File: config.mk
export PLATFORM = sky130hd
export DESIGN_NAME = dct_timer01
export DESIGN_NICKNAME = d
export VERILOG_FILES = /design/src/dct_pkg.sv /design/src/dct_timer01.sv
export SDC_FILE = /design/constraint.sdc
export NUM_CORES = 1
export LEC_CHECK = 0
export BUFFER_PORTS_ARGS = -buffer_cell sky130_fd_sc_hd__buf_2
export CAP_MARGIN = 20
export CORE_UTILIZATION = 52
export CTS_BUF_LIST = sky130_fd_sc_hd__clkbuf_16
export DETAILED_ROUTE_END_ITERATION = 10
export GPL_TIMING_DRIVEN = 0
export PLACE_DENSITY = 0.74
export SLEW_MARGIN = 0
export SYNTH_ARGS = -nofsm -noshare
export SYNTH_HDL_FRONTEND = slang
export SYNTH_SLANG_ARGS = --single-unit
File: constraint.sdc
create_clock -name clk -period 2.8 [get_ports clk]
set_input_delay 0 -clock clk [delete_from_list [all_inputs] [get_ports clk]]
set_output_delay 0 -clock clk [all_outputs]
set_load 0.05 [all_outputs]
File: src/dct_pkg.sv
// Package: register map, field positions and constants of the dual counter/timer
package dct_pkg;
    // ---------------------------------------------------------------
    // Register addresses
    // ---------------------------------------------------------------
    localparam logic [7:0] ADDR_RUN_STATUS = 8'h88;
    localparam logic [7:0] ADDR_MODE_CONFIG = 8'h89;
    localparam logic [7:0] ADDR_A_LOW = 8'h8A;
    localparam logic [7:0] ADDR_B_LOW = 8'h8B;
    localparam logic [7:0] ADDR_A_HIGH = 8'h8C;
    localparam logic [7:0] ADDR_B_HIGH = 8'h8D;
    localparam logic [7:0] ADDR_CLOCK_CONTROL = 8'h8E;
    localparam logic [7:0] RST_BYTE = 8'h00;
    localparam logic [7:0] BYTE_ONES = 8'hFF;
    // ---------------------------------------------------------------
    // Field positions
    // ---------------------------------------------------------------
    localparam int RS_B_OVF = 7;
    localparam int RS_B_RUN = 6;
    localparam int RS_A_OVF = 5;
    localparam int RS_A_RUN = 4;
    localparam int MC_B_GATE = 7;
    localparam int MC_B_CSEL = 6;
    localparam int MC_B_MODE = 4;
    localparam int MC_A_GATE = 3;
    localparam int MC_A_CSEL = 2;
    localparam int MC_A_MODE = 0;
    localparam int CC_T3_HIGH = 7;
    localparam int CC_T3_LOW = 6;
    localparam int CC_T2_HIGH = 5;
    localparam int CC_T2_LOW = 4;
    localparam int CC_B_CLK = 3;
    localparam int CC_A_CLK = 2;
    localparam int CC_PRESCALE = 0;
    // ---------------------------------------------------------------
    // Mode and prescale codes
    // ---------------------------------------------------------------
    localparam logic [1:0] MODE_13BIT = 2'h0;
    localparam logic [1:0] MODE_16BIT = 2'h1;
    localparam logic [1:0] MODE_RELOAD = 2'h2;
    localparam logic [1:0] MODE_SPLIT = 2'h3;
    localparam logic [1:0] PRE_DIV12 = 2'h0;
    localparam logic [1:0] PRE_DIV4 = 2'h1;
    localparam logic [1:0] PRE_DIV48 = 2'h2;
    localparam logic [1:0] PRE_EXT8 = 2'h3;
    localparam int DIV12 = 12;
    localparam int DIV4 = 4;
    localparam int DIV48 = 48;
    localparam int EXT_DIV = 8;
    localparam logic [5:0] TERM12 = 6'(DIV12 - 1);
    localparam logic [5:0] TERM4 = 6'(DIV4 - 1);
    localparam logic [5:0] TERM48 = 6'(DIV48 - 1);
    localparam logic [2:0] TERM_EXT = 3'(EXT_DIV - 1);
    // ---------------------------------------------------------------
    // Synchronised pin indices
    // ---------------------------------------------------------------
    localparam int PIN_IRQ_A = 0;
    localparam int PIN_IRQ_B = 1;
    localparam int PIN_EV_A = 2;
    localparam int PIN_EV_B = 3;
    localparam int PIN_OSC = 4;
    localparam int NPIN = 5;
    // ---------------------------------------------------------------
    // Register bus request
    // ---------------------------------------------------------------
    typedef struct packed {
        logic wr;
        logic rd;
        logic [7:0] addr;
        logic [7:0] wdata;
    } dct_sfr_req_t;
endpackage : dct_pkg

File: src/dct_timer01.sv
// Module: two counter/timers with shared clock control and prescaler
`timescale 1ns/1ps
`default_nettype none
// How it works
// [RULE_01] Prescale code divides system clock 12/4/48
// [RULE_02] Code 11 uses synchronised external oscillator/8
// [RULE_03] Timer B clock bit: system or prescaled
// [RULE_04] Timer A clock bit ignored when counting events, except by split high byte
// [RULE_05] Four timer 2/3 select bits stored
// [RULE_06] 13-bit: high byte plus low five bits
// [RULE_07] 13-bit wrap sets overflow flag
// [RULE_08] Counter select counts falling pin edges
// [RULE_09] Count needs run and gate condition
// [RULE_10] Run bit never clears the count
// [RULE_11] Timer B uses own bits, irq B gate
// [RULE_12] 16-bit mode counts all sixteen bits
// [RULE_13] 8-bit mode reloads low from high
// [RULE_14] Each timer configured independently
// [RULE_15] Split: A low byte uses A controls
// [RULE_16] Split: A high byte runs on B run
// [RULE_17] Split: timer B no events, no flag
// [RULE_18] Split: timer B runs unless mode 3
// [RULE_19] Timer B overflow pulse always exported
// [RULE_20] Mode field decode 13/16/reload/split
// [RULE_21] Flags cleared by software or vector ack
// [RULE_22] Event pins stable two clocks, rate/4
// [RULE_23] Pins synchronised, falling edge one pulse
// [RULE_24] Everything resets to zero
module dct_timer01 (
    input wire logic clk,
    input wire logic sys_rst,
    input wire dct_pkg::dct_sfr_req_t sfr_req,
    input wire logic timer_a_irq_ack,
    input wire logic timer_b_irq_ack,
    input wire logic ext_irq_a_input,
    input wire logic ext_irq_b_input,
    input wire logic ext_irq_a_polarity,
    input wire logic ext_irq_b_polarity,
    input wire logic timer_a_event_pin,
    input wire logic timer_b_event_pin,
    input wire logic ext_osc_clk,
    output logic [7:0] sfr_rdata,
    output logic timer_a_overflow,
    output logic timer_b_overflow,
    output logic timer_b_ovf_pulse,
    output logic tmr3_high_clk_sel,
    output logic tmr3_low_clk_sel,
    output logic tmr2_high_clk_sel,
    output logic tmr2_low_clk_sel
);
    // ---------------------------------------------------------------
    // Count step for one timer
    // ---------------------------------------------------------------
    localparam logic [1:0] MODE_13BIT_C = dct_pkg::MODE_13BIT;
    localparam logic [1:0] MODE_16BIT_C = dct_pkg::MODE_16BIT;
    localparam logic [1:0] MODE_RELOAD_C = dct_pkg::MODE_RELOAD;
    function automatic logic [16:0] dct_step(input logic [1:0] mode, input logic [7:0] hi,
                                             input logic [7:0] lo);
        logic [13:0] s13;
        logic [16:0] s16;
        logic [8:0] s8;
        s13 = {1'b0, hi, lo[4:0]} + 14'h0001;
        s16 = {1'b0, hi, lo} + 17'h0_0001;
        s8 = {1'b0, lo} + 9'h001;
        case (mode) // RULE_20
            MODE_13BIT_C: dct_step = {s13[13], s13[12:5], lo[7:5], s13[4:0]}; // RULE_06
            MODE_16BIT_C: dct_step = s16; // RULE_12
            MODE_RELOAD_C: dct_step = {s8[8], hi, (s8[8] ? hi : s8[7:0])}; // RULE_13
            default: dct_step = {s8[8], hi, s8[7:0]};
        endcase
    endfunction : dct_step

    logic [7:0] run_status_reg, mode_config_reg, clock_control_reg;
    logic [7:0] a_low_reg, a_high_reg, b_low_reg, b_high_reg, rdata_reg;
    logic b_pulse_reg;
    logic [dct_pkg::NPIN-1:0] pin_raw, sync1_reg, sync2_reg, prev_reg;
    logic [5:0] div_cnt_reg, div_term;
    logic [2:0] osc_cnt_reg;
    logic [1:0] prescale_code, mode_a, mode_b;
    logic pre_tick, osc_rise, split, base_a, base_b, ev_a_fall, ev_b_fall;
    logic gate_ok_a, gate_ok_b, run_a, run_b, inc_a, inc_b, inc_ah, ovf_a, ovf_b, ovf_ah;
    logic [16:0] step_a, step_b;
    logic wr_rs, wr_mc, wr_cc, wr_al, wr_ah, wr_bl, wr_bh;

    // ---------------------------------------------------------------
    // Pin synchronisers and edge detect
    // ---------------------------------------------------------------
    assign pin_raw = {ext_osc_clk, timer_b_event_pin, timer_a_event_pin,
                      ext_irq_b_input, ext_irq_a_input};
    for (genvar i = 0; i < dct_pkg::NPIN; i++) begin : g_sync
        always_ff @(posedge clk or posedge sys_rst) begin
            if (sys_rst) begin
                sync1_reg[i] <= 1'b0;
                sync2_reg[i] <= 1'b0;
                prev_reg[i] <= 1'b0;
            end else begin
                sync1_reg[i] <= pin_raw[i]; // RULE_23
                sync2_reg[i] <= sync1_reg[i];
                prev_reg[i] <= sync2_reg[i];
            end
        end
    end
    assign ev_a_fall = prev_reg[dct_pkg::PIN_EV_A] & ~sync2_reg[dct_pkg::PIN_EV_A]; // RULE_23
    assign ev_b_fall = prev_reg[dct_pkg::PIN_EV_B] & ~sync2_reg[dct_pkg::PIN_EV_B]; // RULE_23
    assign osc_rise = sync2_reg[dct_pkg::PIN_OSC] & ~prev_reg[dct_pkg::PIN_OSC];

    // ---------------------------------------------------------------
    // Prescaler
    // ---------------------------------------------------------------
    assign prescale_code = clock_control_reg[dct_pkg::CC_PRESCALE +: 2];
    always_comb begin
        case (prescale_code) // RULE_01
            dct_pkg::PRE_DIV4: div_term = dct_pkg::TERM4;
            dct_pkg::PRE_DIV48: div_term = dct_pkg::TERM48;
            default: div_term = dct_pkg::TERM12;
        endcase
    end
    always_ff @(posedge clk or posedge sys_rst) begin
        if (sys_rst) begin
            div_cnt_reg <= 6'h00; // RULE_24
        end else if (div_cnt_reg >= div_term) begin
            div_cnt_reg <= 6'h00;
        end else begin
            div_cnt_reg <= div_cnt_reg + 6'h01;
        end
    end
    always_ff @(posedge clk or posedge sys_rst) begin
        if (sys_rst) begin
            osc_cnt_reg <= 3'h0; // RULE_24
        end else if (osc_rise) begin
            osc_cnt_reg <= osc_cnt_reg + 3'h1; // RULE_02
        end
    end
    assign pre_tick = (prescale_code == dct_pkg::PRE_EXT8) ?
                      (osc_rise && osc_cnt_reg == dct_pkg::TERM_EXT) : // RULE_02
                      (div_cnt_reg >= div_term); // RULE_01

    // ---------------------------------------------------------------
    // Count enables
    // ---------------------------------------------------------------
    assign mode_a = mode_config_reg[dct_pkg::MC_A_MODE +: 2]; // RULE_14
    assign mode_b = mode_config_reg[dct_pkg::MC_B_MODE +: 2]; // RULE_14
    assign split = (mode_a == dct_pkg::MODE_SPLIT);
    assign base_a = clock_control_reg[dct_pkg::CC_A_CLK] | pre_tick; // RULE_04
    assign base_b = clock_control_reg[dct_pkg::CC_B_CLK] | pre_tick; // RULE_03
    assign gate_ok_a = ~mode_config_reg[dct_pkg::MC_A_GATE] |
                       (sync2_reg[dct_pkg::PIN_IRQ_A] == ext_irq_a_polarity); // RULE_09
    assign gate_ok_b = ~mode_config_reg[dct_pkg::MC_B_GATE] |
                       (sync2_reg[dct_pkg::PIN_IRQ_B] == ext_irq_b_polarity); // RULE_11
    assign run_a = run_status_reg[dct_pkg::RS_A_RUN] & gate_ok_a; // RULE_09 RULE_15
    assign run_b = split ? (mode_b != dct_pkg::MODE_SPLIT) : // RULE_18
                   (run_status_reg[dct_pkg::RS_B_RUN] & gate_ok_b &
                    (mode_b != dct_pkg::MODE_SPLIT)); // RULE_20
    assign inc_a = run_a & (mode_config_reg[dct_pkg::MC_A_CSEL] ? ev_a_fall : base_a); // RULE_08
    assign inc_b = run_b & ((mode_config_reg[dct_pkg::MC_B_CSEL] && !split) ?
                            ev_b_fall : base_b); // RULE_17
    assign inc_ah = split & run_status_reg[dct_pkg::RS_B_RUN] & base_a; // RULE_16
    assign step_a = dct_step(mode_a, a_high_reg, a_low_reg);
    assign step_b = dct_step(mode_b, b_high_reg, b_low_reg);
    assign ovf_a = inc_a & step_a[16]; // RULE_07 RULE_15
    assign ovf_b = inc_b & step_b[16];
    assign ovf_ah = inc_ah & (a_high_reg == dct_pkg::BYTE_ONES);

    // ---------------------------------------------------------------
    // Register writes and counting
    // ---------------------------------------------------------------
    assign wr_rs = sfr_req.wr && sfr_req.addr == dct_pkg::ADDR_RUN_STATUS;
    assign wr_mc = sfr_req.wr && sfr_req.addr == dct_pkg::ADDR_MODE_CONFIG;
    assign wr_cc = sfr_req.wr && sfr_req.addr == dct_pkg::ADDR_CLOCK_CONTROL;
    assign wr_al = sfr_req.wr && sfr_req.addr == dct_pkg::ADDR_A_LOW;
    assign wr_ah = sfr_req.wr && sfr_req.addr == dct_pkg::ADDR_A_HIGH;
    assign wr_bl = sfr_req.wr && sfr_req.addr == dct_pkg::ADDR_B_LOW;
    assign wr_bh = sfr_req.wr && sfr_req.addr == dct_pkg::ADDR_B_HIGH;

    always_ff @(posedge clk or posedge sys_rst) begin
        if (sys_rst) begin
            mode_config_reg <= dct_pkg::RST_BYTE; // RULE_24
            clock_control_reg <= dct_pkg::RST_BYTE;
        end else begin
            if (wr_mc) begin
                mode_config_reg <= sfr_req.wdata;
            end
            if (wr_cc) begin
                clock_control_reg <= sfr_req.wdata; // RULE_05
            end
        end
    end

    always_ff @(posedge clk or posedge sys_rst) begin
        if (sys_rst) begin
            run_status_reg <= dct_pkg::RST_BYTE; // RULE_24
        end else begin
            if (wr_rs) begin
                run_status_reg <= sfr_req.wdata; // RULE_10
            end
            if (timer_a_irq_ack && !ovf_a) begin
                run_status_reg[dct_pkg::RS_A_OVF] <= 1'b0; // RULE_21
            end
            if (timer_b_irq_ack) begin
                run_status_reg[dct_pkg::RS_B_OVF] <= 1'b0; // RULE_21
            end
            if (ovf_a) begin
                run_status_reg[dct_pkg::RS_A_OVF] <= 1'b1; // RULE_07
            end
            if (split ? ovf_ah : ovf_b) begin
                run_status_reg[dct_pkg::RS_B_OVF] <= 1'b1; // RULE_16 RULE_17
            end
        end
    end

    always_ff @(posedge clk or posedge sys_rst) begin
        if (sys_rst) begin
            a_low_reg <= dct_pkg::RST_BYTE; // RULE_24
            a_high_reg <= dct_pkg::RST_BYTE;
        end else begin
            if (wr_al) begin
                a_low_reg <= sfr_req.wdata; // RULE_10
            end else if (inc_a) begin
                a_low_reg <= step_a[7:0]; // RULE_15
            end
            if (wr_ah) begin
                a_high_reg <= sfr_req.wdata;
            end else if (inc_ah) begin
                a_high_reg <= a_high_reg + 8'h01; // RULE_16
            end else if (inc_a && !split) begin
                a_high_reg <= step_a[15:8];
            end
        end
    end

    always_ff @(posedge clk or posedge sys_rst) begin
        if (sys_rst) begin
            b_low_reg <= dct_pkg::RST_BYTE; // RULE_24
            b_high_reg <= dct_pkg::RST_BYTE;
            b_pulse_reg <= 1'b0;
        end else begin
            b_pulse_reg <= ovf_b; // RULE_19
            if (wr_bl) begin
                b_low_reg <= sfr_req.wdata;
            end else if (inc_b) begin
                b_low_reg <= step_b[7:0]; // RULE_11
            end
            if (wr_bh) begin
                b_high_reg <= sfr_req.wdata;
            end else if (inc_b) begin
                b_high_reg <= step_b[15:8];
            end
        end
    end

    // ---------------------------------------------------------------
    // Read data
    // ---------------------------------------------------------------
    always_ff @(posedge clk or posedge sys_rst) begin
        if (sys_rst) begin
            rdata_reg <= dct_pkg::RST_BYTE;
        end else if (sfr_req.rd) begin
            if (sfr_req.addr == dct_pkg::ADDR_RUN_STATUS) begin
                rdata_reg <= run_status_reg;
            end else if (sfr_req.addr == dct_pkg::ADDR_MODE_CONFIG) begin
                rdata_reg <= mode_config_reg;
            end else if (sfr_req.addr == dct_pkg::ADDR_A_LOW) begin
                rdata_reg <= a_low_reg;
            end else if (sfr_req.addr == dct_pkg::ADDR_B_LOW) begin
                rdata_reg <= b_low_reg;
            end else if (sfr_req.addr == dct_pkg::ADDR_A_HIGH) begin
                rdata_reg <= a_high_reg;
            end else if (sfr_req.addr == dct_pkg::ADDR_B_HIGH) begin
                rdata_reg <= b_high_reg;
            end else if (sfr_req.addr == dct_pkg::ADDR_CLOCK_CONTROL) begin
                rdata_reg <= clock_control_reg;
            end else begin
                rdata_reg <= dct_pkg::RST_BYTE;
            end
        end
    end

    assign sfr_rdata = rdata_reg;
    assign timer_a_overflow = run_status_reg[dct_pkg::RS_A_OVF];
    assign timer_b_overflow = run_status_reg[dct_pkg::RS_B_OVF];
    assign timer_b_ovf_pulse = b_pulse_reg;
    assign tmr3_high_clk_sel = clock_control_reg[dct_pkg::CC_T3_HIGH]; // RULE_05
    assign tmr3_low_clk_sel = clock_control_reg[dct_pkg::CC_T3_LOW];
    assign tmr2_high_clk_sel = clock_control_reg[dct_pkg::CC_T2_HIGH];
    assign tmr2_low_clk_sel = clock_control_reg[dct_pkg::CC_T2_LOW];
endmodule : dct_timer01
`default_nettype wire

==> impl_metrics.prom <==
# TYPE chip_impl_metric gauge
chip_impl_info{name="outcome",value="finished, final reports clean"} 1
chip_impl_metric{name="tritoncts_num_sinks",unit=""} 87
chip_impl_metric{name="dieWidth",unit="µm"} 106.8
chip_impl_metric{name="fmaxAchievable",unit="GHz"} 0.3651
chip_impl_metric{name="number_of_max_capacitance_violations_reported",unit=""} 0
chip_impl_metric{name="p_int",unit="µW"} 2617
chip_impl_metric{name="timing.final.hold_violations",unit=""} 0
chip_impl_metric{name="rows",unit=""} 37
chip_impl_metric{name="ys_ff_latch",unit=""} 87
chip_impl_info{name="synth_flop_cell",value="sky130_fd_sc_hd__dfrtp_1"} 1
chip_impl_metric{name="critical-path-max-stage-delay",unit="ps"} 590
chip_impl_info{name="critical_path.cell_chain",value="nand2b_1, ha_1, a21oi_2, o211ai_4, a2111o_1, and2_4, buf_6, a311oi_2, o21ai_1"} 1
chip_impl_info{name="timing.critical_path.slowest_stage_cell",value="sky130_fd_sc_hd__a2111o_1"} 1
chip_impl_metric{name="ant_nets",unit=""} 0
chip_impl_metric{name="worstPathRequired",unit="ps"} 3020
chip_impl_metric{name="syn-mean-instance-area",unit="µm²"} 9.036
chip_impl_metric{name="bufs_on_longest_clock_path",unit=""} 2
chip_impl_metric{name="critical_path_buf_inv_count",unit=""} 1
chip_impl_metric{name="global_route_wire_length_before_repair",unit="µm"} 28950
chip_impl_metric{name="wirelength_met1",unit="µm"} 7975
chip_impl_metric{name="drt_iter0_markers",unit=""} 475
chip_impl_metric{name="clock_power_share",unit="%"} 28.5
chip_impl_metric{name="vias",unit=""} 5451
chip_impl_metric{name="multiInputGateArea",unit="µm²"} 3319
chip_impl_metric{name="worst_ep_arrival_time",unit="ps"} 2960
chip_impl_metric{name="cts_made_buffers",unit=""} 9
chip_impl_metric{name="dr_wl_met3",unit="µm"} 1468
chip_impl_metric{name="n_antenna_cell",unit=""} 0
chip_impl_metric{name="h-tree-depth",unit=""} 3
chip_impl_metric{name="boundaryPins",unit=""} 44
chip_impl_metric{name="post_synth_inst_count",unit=""} 632
chip_impl_metric{name="die_outline_height",unit="µm"} 106.8
chip_impl_info{name="path_class",value="register to register"} 1
chip_impl_info{name="crit_path_start_kind",value="register"} 1
chip_impl_metric{name="synth.yosys.seq_area_share",unit="%"} 38.12
chip_impl_metric{name="core",unit="µm²"} 10460
chip_impl_metric{name="syn-cell-area",unit="µm²"} 5710
chip_impl_metric{name="worst_setup_hold_path_clk_slew",unit="ps"} 70
chip_impl_info{name="critPathCaptureType",value="register"} 1
chip_impl_metric{name="async_flop_share",unit="%"} 100.0
chip_impl_metric{name="synthesis.yosys.warnings",unit=""} 0
chip_impl_info{name="routed.top_layer",value="met4"} 1
chip_impl_metric{name="sw_frac_of_total",unit="%"} 37.69
chip_impl_info{name="holdCritPathClass",value="primary input to register"} 1
chip_impl_metric{name="global_route.usage.total",unit="%"} 34.28
chip_impl_metric{name="final_layout_size_suffix_gt1_share",unit="%"} 18.39
chip_impl_metric{name="tightest_slew",unit="ps"} 1049
chip_impl_metric{name="dr.pass1.iters",unit=""} 8
chip_impl_metric{name="met2RoutedLength",unit="µm"} 8530
chip_impl_metric{name="overflow",unit=""} 0
chip_impl_metric{name="n_fill_cell",unit=""} 928
chip_impl_metric{name="combPwrFrac",unit="%"} 32.3
chip_impl_metric{name="number_of_antenna_violations_at_the_first_check_in_global_routing",unit=""} 0
chip_impl_metric{name="first_global_vias",unit=""} 5201
chip_impl_metric{name="wire_length_after_detailed_routing",unit="µm"} 18480
chip_impl_metric{name="route.detailed.drc",unit=""} 0
chip_impl_metric{name="number_of_enable_flip_flop_cells_after_synthesis",unit=""} 0
chip_impl_metric{name="power.sequential.fraction",unit="%"} 39.2
chip_impl_metric{name="setup-tns-final",unit="ps"} 0
chip_impl_metric{name="routabilityCongestion",unit=""} 0.9654
chip_impl_metric{name="stdcell_count",unit=""} 843
chip_impl_metric{name="final_core_utilization",unit="%"} 62.92
chip_impl_metric{name="final_stage_net_count",unit=""} 740
chip_impl_metric{name="min_period",unit="ps"} 2739
chip_impl_metric{name="post-place-ws",unit="ps"} 61.92
chip_impl_metric{name="final_min_period_over_clock_period",unit="%"} 97.82
chip_impl_metric{name="final-seq-area",unit="µm²"} 2178
chip_impl_metric{name="clock_insertion_delay_worst_skew",unit="ps"} 360
chip_impl_info{name="rsz0062_at_grt",value="no"} 1
chip_impl_metric{name="portBuffers",unit=""} 42
chip_impl_metric{name="cellLeakagePower",unit="µW"} 0.002739
chip_impl_metric{name="max_slew_margin",unit="%"} 29.53
chip_impl_info{name="tritoncts",value="done"} 1
chip_impl_metric{name="max-vdd-ir-drop",unit="mV"} 0.6362
chip_impl_metric{name="fin_ws",unit="ps"} 61.04
chip_impl_metric{name="initial_utilization",unit="%"} 54.58
chip_impl_metric{name="worstPathMaxFanout",unit=""} 8
chip_impl_metric{name="final_max_slew_viol_count",unit=""} 0
chip_impl_metric{name="placed_cells",unit=""} 811
chip_impl_metric{name="clock-skew-final",unit="ps"} 6.362
chip_impl_metric{name="setup-violations-final",unit=""} 0
chip_impl_metric{name="switchingPower",unit="µW"} 1583
chip_impl_info{name="cpLargestDelayFamily",value="compound AO/OA/AOI/OAI gates"} 1
chip_impl_info{name="cts_root_buffer",value="sky130_fd_sc_hd__clkbuf_16"} 1
chip_impl_metric{name="grt_start_max_net_pins",unit=""} 73
chip_impl_metric{name="areaGrowthSynthToFinish",unit="%"} 15.27
chip_impl_metric{name="powerDensity",unit="nW/µm²"} 638.0
chip_impl_metric{name="avgViaCountPerCell",unit=""} 6.466
chip_impl_metric{name="syn_nets",unit=""} 670
chip_impl_metric{name="floorplan.die_area",unit="µm²"} 11410
chip_impl_metric{name="drt-wirelength-per-cell",unit="µm"} 21.92
chip_impl_metric{name="dpl.hpwl",unit="µm"} 13260
chip_impl_metric{name="synth_cell_types",unit=""} 77
chip_impl_metric{name="finalPower",unit="µW"} 4200
==> metrics by stage <==
step	cell area (µm²)	hold slack [ps]
floorplan	5710	31.43
global placement	6091	110.5
detailed placement	6121	-50.35
CTS	6534	9.459
global route	6583	31.68
finish	6583	20.61
==> Yosys cell counts (3+ instances only) <==
library cell                number  share of area [%]
sky130_fd_sc_hd__ha_1            9                2.0
sky130_fd_sc_hd__xor2_1         12                1.8
sky130_fd_sc_hd__o32ai_1         6               0.92
sky130_fd_sc_hd__a22oi_1         6               0.79
sky130_fd_sc_hd__o21ai_0        39                3.4
sky130_fd_sc_hd__buf_2           9               0.79
sky130_fd_sc_hd__o21ai_1        18                1.6
sky130_fd_sc_hd__a211oi_1       10                1.3
sky130_fd_sc_hd__mux2_2         26                5.1
sky130_fd_sc_hd__nand2_1        70                4.6
sky130_fd_sc_hd__a22o_1          6               0.92
sky130_fd_sc_hd__xnor2_1        14                2.1
sky130_fd_sc_hd__mux2i_1        21                3.7
sky130_fd_sc_hd__a31oi_1        10                1.1
sky130_fd_sc_hd__or4_1           4               0.53
sky130_fd_sc_hd__nand3_1        29                2.5
sky130_fd_sc_hd__o2111ai_1       5               0.77
sky130_fd_sc_hd__clkbuf_1       24                1.6
sky130_fd_sc_hd__nor4_1          7               0.77
sky130_fd_sc_hd__and4_1          3               0.46
sky130_fd_sc_hd__nor2b_1         8               0.88
sky130_fd_sc_hd__and2_1          8               0.88
sky130_fd_sc_hd__o31ai_1         8                1.1
sky130_fd_sc_hd__nor3_2          6                1.1
sky130_fd_sc_hd__a221oi_1        3               0.46
sky130_fd_sc_hd__inv_1          17                1.1
sky130_fd_sc_hd__o2bb2ai_1       6               0.92
sky130_fd_sc_hd__o31a_1          3               0.46
sky130_fd_sc_hd__nor2_1         37                2.4
sky130_fd_sc_hd__dfrtp_1        87                 38
sky130_fd_sc_hd__nor3_1         20                1.8
sky130_fd_sc_hd__a21oi_1        21                1.8
sky130_fd_sc_hd__nand2b_1       11                1.2
sky130_fd_sc_hd__nand4_1         4               0.44
sky130_fd_sc_hd__and3_1         12                1.3
==> metal layers <==
layer	GRT usage, %	up-vias
met2	52.63	266
met1	47.77	2657
met3	5.714	38
met4	14.87	0
li1	-	2490
met5	0	-
==> cell type report <==
type                            count  area share, %
Buffer                             38          2.490
Clock buffer                        9          3.421
Clock inverter                      7          1.026
Inverter                           18          1.064
Multi-Input combinational cell    489          50.43
Sequential cell                    87          33.09
Tap cell                          136          2.585
Timing Repair Buffer               59          5.892
==> cells by family (layout without fill, tap and decap cells) <==
family,count (synthesis),in the layout,share of synthesized area [%]
muxes,47,47,8.808
buffers and inverters,56,131,4.053
DFF,87,87,38.12
xor gates and xnor gates,26,26,3.988
adders and majority gates,9,9,1.972
and+or+nand+nor,231,231,21.30
AOI/OAI and AO/OA,176,176,21.76
==> cell usage in the layout, fill, tap and decap left out, types with 14 or more instances in the layout <==
cell type / count
sky130_fd_sc_hd__clkbuf_1: 24
sky130_fd_sc_hd__mux2i_1: 21
sky130_fd_sc_hd__nor3_1: 20
sky130_fd_sc_hd__o21ai_1: 18
sky130_fd_sc_hd__nor2_1: 37
sky130_fd_sc_hd__mux2_2: 26
sky130_fd_sc_hd__a21oi_1: 21
sky130_fd_sc_hd__nand3_1: 29
sky130_fd_sc_hd__o21ai_0: 39
sky130_fd_sc_hd__dfrtp_1: 86
sky130_fd_sc_hd__nand2_1: 70
sky130_fd_sc_hd__buf_2: 51
sky130_fd_sc_hd__xnor2_1: 14
sky130_fd_sc_hd__inv_1: 16
==> power by group through the flow <==
stage                     clock [µW]  combinational [µW]  sequential (µW)
after floorplan                    0                 899             1610
after global placement             0                1200             1660
after detailed placement           0                1240             1670
after CTS                       1210                1260             1640
after global routing            1260                1480             1670
final                           1200                1360             1650
==> final timing paths <==
path                       slack (ps)  cells past startpoint                         to                             start
setup / recovery                   60                      9   a_low_reg[0]$_DFFE_PP0P_  clock_control_reg[0]$_DFFE_PP0P_
hold / removal                     20                      3  a_high_reg[3]$_DFFE_PP0P_                        sfr_req[3]
setup reg to reg                   60                      9   a_low_reg[0]$_DFFE_PP0P_  clock_control_reg[0]$_DFFE_PP0P_
hold reg to reg                   350                      0     sync2_reg[0]$_DFF_PP0_            sync1_reg[0]$_DFF_PP0_
max in group asynchronous        2060                      4   a_low_reg[4]$_DFFE_PP0P_                           sys_rst
min in group asynchronous         130                      3   div_cnt_reg[2]$_DFF_PP0_                           sys_rst
==> worst min-delay path: cells and delay by family <==
family,cells,cell delay (ps)
compound gates,1,60
simple gates,1,80
buf+inv,1,190
==> what timing repair did <==
| item | CTS | global route |
|---|---|---|
| hold buffers | 12 | 0 |
| endpoints found under the setup margin | 0 | 7 |
| hold endpoints to repair | 100 | 0 |
| setup buffers | 0 | 4 |
| resized for setup | 0 | 4 |
(Power assumes the default switching activity.)
